## src/hdl/stoi_pkg.sv

```systemverilog
// Shared constants and carrier types for the torque off interlock.
// Assumes a single 10 MHz system clock and synchronous active-high reset.
package stoi_pkg;

  // ****************************************************************
  // Timing
  // ****************************************************************
  localparam int CLK_PERIOD_NS = 100;
  // Longest off test pulse the far end may apply
  localparam int TEST_PULSE_US = 1000;
  // Filter holds one cycle beyond the pulse so a full 1 ms pulse is absorbed
  localparam int FILTER_CYCLES = (TEST_PULSE_US * 1000) / CLK_PERIOD_NS + 1;
  localparam int FILT_W = 14;
  localparam logic [FILT_W-1:0] FILTER_LIMIT = FILTER_CYCLES[FILT_W-1:0];

  // ****************************************************************
  // Reset values
  // ****************************************************************
  localparam logic CHAN_RESET = 1'b0;   // Channel starts in shut-off
  localparam logic ALARM_RESET = 1'b0;

  // ****************************************************************
  // Types
  // ****************************************************************
  typedef enum logic [2:0] {
    STOI_SHUTOFF = 3'h1,
    STOI_RELEASE = 3'h2,
    STOI_ALARM = 3'h4
  } stoi_state_e;

  typedef struct packed {
    logic torque_off_input_a;   // High = closed to safety_input_common
    logic torque_off_input_b;
  } stoi_inputs_s;

  typedef struct packed {
    logic torque_off_monitor_a; // High = closed to monitor_output_common
    logic torque_off_monitor_b;
    logic series_monitor;       // High = overall shut-off
  } stoi_monitors_s;

endpackage

```

## src/hdl/stoi_interlock.sv

```systemverilog
// Dual-channel safe torque off interlock: gate enable, monitors, timing alarm.
// Assumes inputs synchronous to sys_clk and motor status from the drive core.
`timescale 1ns/1ns

// What this block and its far end do
// (RULE1) Open input A shuts off gate drive
// (RULE2) Closed A releases only with B released
// (RULE3) Open input B shuts off gate independently
// (RULE4) Closed B releases only with A released
// (RULE5) Monitor A closed while channel A off
// (RULE6) Monitor A open while channel A released
// (RULE7) Monitor B follows channel B shut-off state
// (RULE8) Series monitor shows shut-off unless both on
// (RULE9) Far end test pulses at most 1 ms
// (RULE10) Far end opens inputs after motor stops
// (RULE11) Open while running: dynamic brake, alarm
// (RULE12) Far end opens both inputs together
// (RULE13) Filter off pulses up to test width
module stoi_interlock
  import stoi_pkg::*;
(
  input wire logic sys_clk,
  input wire logic reset,
  input wire stoi_inputs_s safety_in,
  input wire logic motor_running,
  input wire logic alarm_clear,
  output logic gate_enable,
  output logic dynamic_brake,
  output logic torque_off_timing_alarm,
  output stoi_monitors_s monitors
);

  // ****************************************************************
  // Channel filters
  // ****************************************************************
  logic rel_a;
  logic rel_b;
  logic both_release;
  stoi_state_e state;
  stoi_state_e next_state;

  stoi_filter u_filt_a
  (
    .sys_clk(sys_clk),
    .reset(reset),
    .raw_closed(safety_in.torque_off_input_a),
    .chan_release(rel_a)
  );

  stoi_filter u_filt_b
  (
    .sys_clk(sys_clk),
    .reset(reset),
    .raw_closed(safety_in.torque_off_input_b),
    .chan_release(rel_b)
  );

  // Both channels must agree before torque may flow
  assign both_release = rel_a & rel_b; // see (RULE2) see (RULE4)

  // ****************************************************************
  // Interlock state
  // ****************************************************************
  // Alarm is sticky until cleared with the motor stopped; even so, a
  // cleared alarm cannot restart torque while a channel is still off
  always_comb
  begin
    next_state = state;
    case (state)
      STOI_SHUTOFF:
      begin
        if (both_release)
          next_state = STOI_RELEASE;
      end
      STOI_RELEASE:
      begin
        if (!both_release && motor_running)
          next_state = STOI_ALARM; // see (RULE11)
        else if (!both_release)
          next_state = STOI_SHUTOFF; // see (RULE1) see (RULE3)
      end
      STOI_ALARM:
      begin
        if (alarm_clear && !motor_running)
          next_state = STOI_SHUTOFF;
      end
      default:
        next_state = STOI_SHUTOFF;
    endcase
  end

  always_ff @(posedge sys_clk)
  begin
    if (reset)
      state <= STOI_SHUTOFF;
    else
      state <= next_state;
  end

  // ****************************************************************
  // Outputs
  // ****************************************************************
  // Gate enable also drops directly on a channel drop, on the same edge as state
  always_ff @(posedge sys_clk)
  begin
    if (reset)
      gate_enable <= 1'b0;
    else
      gate_enable <= both_release && (state != STOI_ALARM); // see (RULE1) see (RULE3)
  end

  // Dynamic brake and alarm while stopping a moving motor
  always_ff @(posedge sys_clk)
  begin
    if (reset)
    begin
      dynamic_brake <= 1'b0;
      torque_off_timing_alarm <= ALARM_RESET;
    end
    else
    begin
      dynamic_brake <= (next_state == STOI_ALARM); // see (RULE11)
      torque_off_timing_alarm <= (next_state == STOI_ALARM); // see (RULE11)
    end
  end

  // Monitors are closed (high) in shut-off; series path is closed if either is
  always_ff @(posedge sys_clk)
  begin
    if (reset)
      monitors <= 3'h7;
    else
    begin
      monitors.torque_off_monitor_a <= !rel_a; // see (RULE5) see (RULE6)
      monitors.torque_off_monitor_b <= !rel_b; // see (RULE7)
      monitors.series_monitor <= !(rel_a && rel_b); // see (RULE8)
    end
  end

  // ****************************************************************
  // Checks
  // ****************************************************************
  // Run of open samples on each input, counted apart from the filters so the
  // checks below catch a filter that is too short or one that never trips
  logic [FILT_W-1:0] open_run_a;
  logic [FILT_W-1:0] open_run_b;

  // Input A open run, saturating at the filter limit
  always_ff @(posedge sys_clk)
  begin
    if (reset || safety_in.torque_off_input_a)
      open_run_a <= '0;
    else if (open_run_a != FILTER_LIMIT)
      open_run_a <= open_run_a + 1'b1;
  end

  // Input B open run, saturating at the filter limit
  always_ff @(posedge sys_clk)
  begin
    if (reset || safety_in.torque_off_input_b)
      open_run_b <= '0;
    else if (open_run_b != FILTER_LIMIT)
      open_run_b <= open_run_b + 1'b1;
  end

  a_gate_needs_both: assert property (@(posedge sys_clk) disable iff (reset) // see (RULE2)
    gate_enable |-> $past(rel_a) && $past(rel_b))
    else $error("gate enabled without both channels released");

  a_chan_a_cuts: assert property (@(posedge sys_clk) disable iff (reset) // see (RULE1)
    $fell(rel_a) |=> !gate_enable)
    else $error("channel a drop did not cut gate");

  a_chan_b_cuts: assert property (@(posedge sys_clk) disable iff (reset) // see (RULE3)
    $fell(rel_b) |=> !gate_enable)
    else $error("channel b drop did not cut gate");

  a_release_gate: assert property (@(posedge sys_clk) disable iff (reset) // see (RULE4)
    (rel_a && rel_b && state == STOI_RELEASE) |=> gate_enable)
    else $error("gate not enabled in release");

  a_monitor_a_map: assert property (@(posedge sys_clk) disable iff (reset) // see (RULE5)
    ##1 monitors.torque_off_monitor_a == !$past(rel_a))
    else $error("monitor a mismatch");

  a_monitor_a_open: assert property (@(posedge sys_clk) disable iff (reset) // see (RULE6)
    $rose(rel_a) |=> !monitors.torque_off_monitor_a)
    else $error("monitor a not opened on release");

  a_monitor_b_map: assert property (@(posedge sys_clk) disable iff (reset) // see (RULE7)
    $fell(rel_b) |=> monitors.torque_off_monitor_b)
    else $error("monitor b not closed on shut-off");

  a_monitor_b_open: assert property (@(posedge sys_clk) disable iff (reset) // see (RULE7)
    $rose(rel_b) |=> !monitors.torque_off_monitor_b)
    else $error("monitor b not opened on release");

  a_series_path: assert property (@(posedge sys_clk) disable iff (reset) // see (RULE8)
    monitors.series_monitor ==
      (monitors.torque_off_monitor_a || monitors.torque_off_monitor_b))
    else $error("series monitor inconsistent");

  a_series_shutoff: assert property (@(posedge sys_clk) disable iff (reset) // see (RULE8)
    (!rel_a || !rel_b) |=> monitors.series_monitor)
    else $error("series monitor open with a channel off");

  a_series_release: assert property (@(posedge sys_clk) disable iff (reset) // see (RULE8)
    (rel_a && rel_b) |=> !monitors.series_monitor)
    else $error("series monitor closed with both channels on");

  a_alarm_on_run: assert property (@(posedge sys_clk) disable iff (reset) // see (RULE11)
    (state == STOI_RELEASE && !both_release && motor_running)
      |=> torque_off_timing_alarm && dynamic_brake && !gate_enable)
    else $error("running drop did not raise alarm");

  a_alarm_sticky: assert property (@(posedge sys_clk) disable iff (reset) // see (RULE11)
    (torque_off_timing_alarm && motor_running) |=> torque_off_timing_alarm)
    else $error("alarm dropped while motor still running");

  a_alarm_no_gate: assert property (@(posedge sys_clk) disable iff (reset) // see (RULE11)
    torque_off_timing_alarm |-> !gate_enable)
    else $error("gate enabled during alarm");

  a_pulse_absorbed: assert property (@(posedge sys_clk) disable iff (reset) // see (RULE13)
    (rel_a && $fell(safety_in.torque_off_input_a)) |=> rel_a [*8])
    else $error("short off pulse changed channel a");

  a_pulse_absorbed_b: assert property (@(posedge sys_clk) disable iff (reset) // see (RULE13)
    (rel_b && $fell(safety_in.torque_off_input_b)) |=> rel_b [*8])
    else $error("short off pulse changed channel b");

  // A channel may only drop once its input stayed open past a full test pulse
  a_drop_len_a: assert property (@(posedge sys_clk) disable iff (reset) // see (RULE13)
    $fell(rel_a) |-> (open_run_a == FILTER_LIMIT))
    else $error("channel a dropped on a short open");

  a_drop_len_b: assert property (@(posedge sys_clk) disable iff (reset) // see (RULE13)
    $fell(rel_b) |-> (open_run_b == FILTER_LIMIT))
    else $error("channel b dropped on a short open");

  // A lasting open must reach shut-off, whatever the other channel does
  a_open_cuts_a: assert property (@(posedge sys_clk) disable iff (reset) // see (RULE1)
    (open_run_a == FILTER_LIMIT) |-> !rel_a)
    else $error("channel a still released after lasting open");

  a_open_cuts_b: assert property (@(posedge sys_clk) disable iff (reset) // see (RULE3)
    (open_run_b == FILTER_LIMIT) |-> !rel_b)
    else $error("channel b still released after lasting open");

endmodule

```

## src/hdl/stoi_filter.sv

```systemverilog
// One channel input filter for the torque off interlock.
// Assumes the input is already synchronous to sys_clk.
`timescale 1ns/1ns
module stoi_filter
  import stoi_pkg::*;
(
  input wire logic sys_clk,
  input wire logic reset,
  input wire logic raw_closed,
  output logic chan_release
);

  logic [FILT_W-1:0] open_count;

  // Count consecutive open cycles; any closed cycle restarts the count
  always_ff @(posedge sys_clk)
  begin
    if (reset)
      open_count <= '0;
    else if (raw_closed)
      open_count <= '0;
    else if (open_count != FILTER_LIMIT)
      open_count <= open_count + 1'b1; // see (RULE13)
  end

  // Release needs a closed input; shut-off only once the open outlasts a test pulse
  always_ff @(posedge sys_clk)
  begin
    if (reset)
      chan_release <= CHAN_RESET;
    else if (raw_closed)
      chan_release <= 1'b1;
    else if (open_count == FILTER_LIMIT - 1'b1)
      chan_release <= 1'b0; // see (RULE13)
  end

endmodule

```

## config.mk

```make
export PLATFORM = sky130hd
export DESIGN_NAME = stoi_interlock
export DESIGN_NICKNAME = d
export VERILOG_FILES = /design/src/hdl/stoi_pkg.sv /design/src/hdl/stoi_interlock.sv /design/src/hdl/stoi_filter.sv
export SDC_FILE = /design/constraint.sdc
export NUM_CORES = 1
export LEC_CHECK = 0
export ABC_AREA = 1
export BUFFER_PORTS_ARGS = -buffer_cell sky130_fd_sc_hd__clkbuf_2
export CELL_PAD_IN_SITES_DETAIL_PLACEMENT = 1
export CELL_PAD_IN_SITES_GLOBAL_PLACEMENT = 1
export CORE_MARGIN = 3
export CORE_UTILIZATION = 46
export DETAILED_ROUTE_END_ITERATION = 12
export PLACE_DENSITY_LB_ADDON = 0.1
export SLEW_MARGIN = 20
export SYNTH_ARGS = -nofsm -noshare
export SYNTH_HDL_FRONTEND = slang
export SYNTH_SLANG_ARGS = --single-unit
export TNS_END_PERCENT = 50
```

## constraint.sdc

```tcl
create_clock -name sys_clk -period 3.65 [get_ports sys_clk]
set_input_delay 0 -clock sys_clk [delete_from_list [all_inputs] [get_ports sys_clk]]
set_output_delay 0 -clock sys_clk [all_outputs]
set_load 0.05 [all_outputs]
```

==> flow_summary.json <==
{
  "max_slew_margin": 0.546,
  "whs_ns": 0.0600,
  "syn_area_sq_mm": 0.00192,
  "grt_pass1_wl_microns": 7880,
  "hold_class": "primary input to flip-flop",
  "rsz0062_at_grt": "no",
  "min_period_ns": 1.47,
  "numCtsBuffers": 5,
  "rr_startpoint": "u_filt_a.open_count[0]$_SDFFE_PP0P_",
  "multiInputGateArea_sq_um": 998,
  "critPathKind": "primary input to flip-flop",
  "cts_setup_buffers": 0,
  "worstPathArrival_ns": 1.71,
  "overflow": 0,
  "critPathMaxFanout": 11,
  "ff2ff_path_depth": 6,
  "grt_pass1_vias": 1810,
  "cp_num_buf_inv": 3,
  "htreeDepth": 2,
  "dieArea_sq_mm": 0.00499,
  "synth_flop_cell": "dfxtp_1",
  "synth_seq_area_share": 0.396,
  "grt_max_degree": 12,
  "syn_nets": 297,
  "critPathLaunchType": "primary input",
  "tns_ns": 0,
  "synth_largest_area_cell": "dfxtp_1",
  "dp_hpwl_microns": 3290,
  "io_pins": 12,
  "port_buffers": 11,
  "syn_avg_cell_area_sq_um": 6.74,
  "hold_end": "state[0]$_SDFF_PP1_",
  "finalClockSkew_ns": 0.00380,
  "clk_pin_slew_ns": 0.07,
  "cts_root_buf": "clkbuf_8",
  "fmax_ghz": 0.679,
  "min_from": "alarm_clear",
  "ant_nets": 0,
  "drt_wl_total_microns": 4320,
  "instances_no_fill": 353,
  "track_usage": 0.193,
  "synth-edff-count": 0,
  "ys_warn_count": 0,
  "synth_top_area_share": 0.396,
  "cts.sinks": 38,
  "drtIter0Drc": 39,
  "setup_viol": 0,
  "r2r_slack_ns": 2.29,
  "drc_errors": 0,
  "hold_violations": 0,
  "cpLargestDelayFamily": "buffers and inverters",
  "clk_latency_ns": 0.29,
  "clock_path_buffers": 2,
  "cap_violations": 0,
  "drive_above_1_share": 0.0885,
  "fill_cells": 530,
  "tightest_slew_ns": 0.679,
  "period_share": 0.404,
  "layout_commonest_cell": "nand2_1",
  "nets": 316,
  "critPathSlowestCell": "nor2_1",
  "ys_types": 21,
  "regArea_sq_um": 761,
  "antenna_found_initial": 0,
  "reg2reg_to": "u_filt_a.open_count[10]$_SDFFE_PP0P_",
  "num_antenna_cells": 0,
  "place.gp.congestion": 0.818,
  "detail_route.wl_per_cell_microns": 12.2,
  "synthTopCellsByArea": "dfxtp_1, nand2_1, nor2_1",
  "power_leakage_nw": 0.841,
  "viasPerCell": 5.03,
  "layout-area-overhead-vs-synth_pct": 11.7,
  "cts_tree": "done",
  "core_region_area_sq_mm": 0.00385,
  "dieWidth_microns": 70.6,
  "placed_cells": 342,
  "final_util": 0.557,
  "critical-path-max-stage-delay_ns": 0.54,
  "ys_seq_elements": 38,
  "initial_core_util": 0.499,
  "drv_slew": 0,
  "power.density_mw_per_mm2": 365,
  "first_pass_iters": 4,
  "row_count": 22,
  "ys_async_sr_fraction": 0,
  "status": "completed",
  "cts_resized": 0,
  "ir_drop_mv": 0.254,
  "hold_depth": 5,
  "layout_common_cells": "nand2_1, nor2_1, inv_1",
  "worst_setup_path_end_kind": "flip-flop",
  "crit_chain": "dlygate4sd3_1 > clkbuf_2 > nor2_1 > inv_1 > a21oi_1 > o21a_1",
  "die_height_microns": 70.6,
  "vias": 1775,
  "worstPathRequired_ns": 3.89,
  "finalPower_uw": 783,
  "synth_cells": 285
}
-- cell usage after synthesis (2+ instances only) --
cell	count
inv_1	39
nand4_1	7
dfxtp_1	38
nor2_2	3
xor2_1	4
nor3_1	2
a21oi_1	17
nand2_1	64
nor2_1	55
ha_1	6
nor2_4	4
o21ai_0	9
nand3_1	29
-- area by class of cell --
cell class,count,share of cell area
clock buffer,7,0.0402
clock inverter,1,0.00233
inverter,40,0.0700
multi-input combinational,205,0.465
sequential,38,0.355
tap,48,0.0280
timing repair buffer,14,0.0397
-- worst max-delay path by stage --
stage                                   startpoint                                   end  slack [ns]  cells past startpoint
2_1_floorplan  u_filt_a.open_count[0]$_SDFFE_PP0P_  u_filt_a.open_count[10]$_SDFFE_PP0P_        2.48                      6
6_report                                     reset   u_filt_b.open_count[3]$_SDFFE_PP0P_        2.18                      6
5_1_grt                                      reset   u_filt_b.open_count[3]$_SDFFE_PP0P_        1.96                      6
3_3_place_gp   u_filt_b.open_count[0]$_SDFFE_PP0P_  u_filt_b.open_count[10]$_SDFFE_PP0P_        2.38                      7
3_5_place_dp   u_filt_a.open_count[0]$_SDFFE_PP0P_  u_filt_a.open_count[10]$_SDFFE_PP0P_        2.31                      6
4_1_cts                                      reset   u_filt_b.open_count[3]$_SDFFE_PP0P_        2.16                      6
-- through the flow --
step	setup WS (ns)	instance area, sq um
after global placement	2.38	2020
after global routing	1.96	2150
after CTS	2.16	2150
after detailed placement	2.31	2020
final	2.18	2150
after floorplan	2.48	1920
-- per-layer routing --
metal  GRT usage  vias up  part of all wire
met3      0.0483        6             0.023
met1       0.240      820              0.48
met2       0.332       14              0.48
met5           0        -                 0
li1            -      935                 -
met4      0.0543        0             0.014
-- state kept, by name (all words and copies together), names as in the netlist --
signal / flops
u_filt_a.chan_release: 1
state: 3
u_filt_b.open_count: 14
u_filt_b.chan_release: 1
u_filt_a.open_count: 14
gate_enable: 1
monitors: 3
torque_off_timing_alarm: 1
-- kinds of logic after synthesis --
| kind of cell | Yosys count | share of synthesized area |
|---|---|---|
| and+or+nand+nor | 168 | 0.391 |
| AOI/OAI and AO/OA | 27 | 0.0716 |
| xor gates and xnor gates | 4 | 0.0182 |
| adders and majority gates | 6 | 0.0391 |
| DFF | 38 | 0.396 |
| buffers and inverters | 42 | 0.0846 |
-- power by group --
part	leakage, nW	switching, mW	internal, mW	total, mW
sequential	0.308	0.00582	0.423	0.429
clock	0.0482	0.147	0.152	0.299
combinational	0.484	0.0376	0.0180	0.0556
-- timing repair --
action | CTS | global route
setup endpoints to repair | 0 | 0
hold buffers | 3 | 0
endpoints found under the hold margin | 4 | 0
-- worst min-delay path, stage by stage --
cell	delay [ns]
clkbuf_2	0.09
nand2_1	0.05
nor2_1	0.09
nor2_1	0.05
nand2_1	0.04
(Power assumes the default switching activity.)
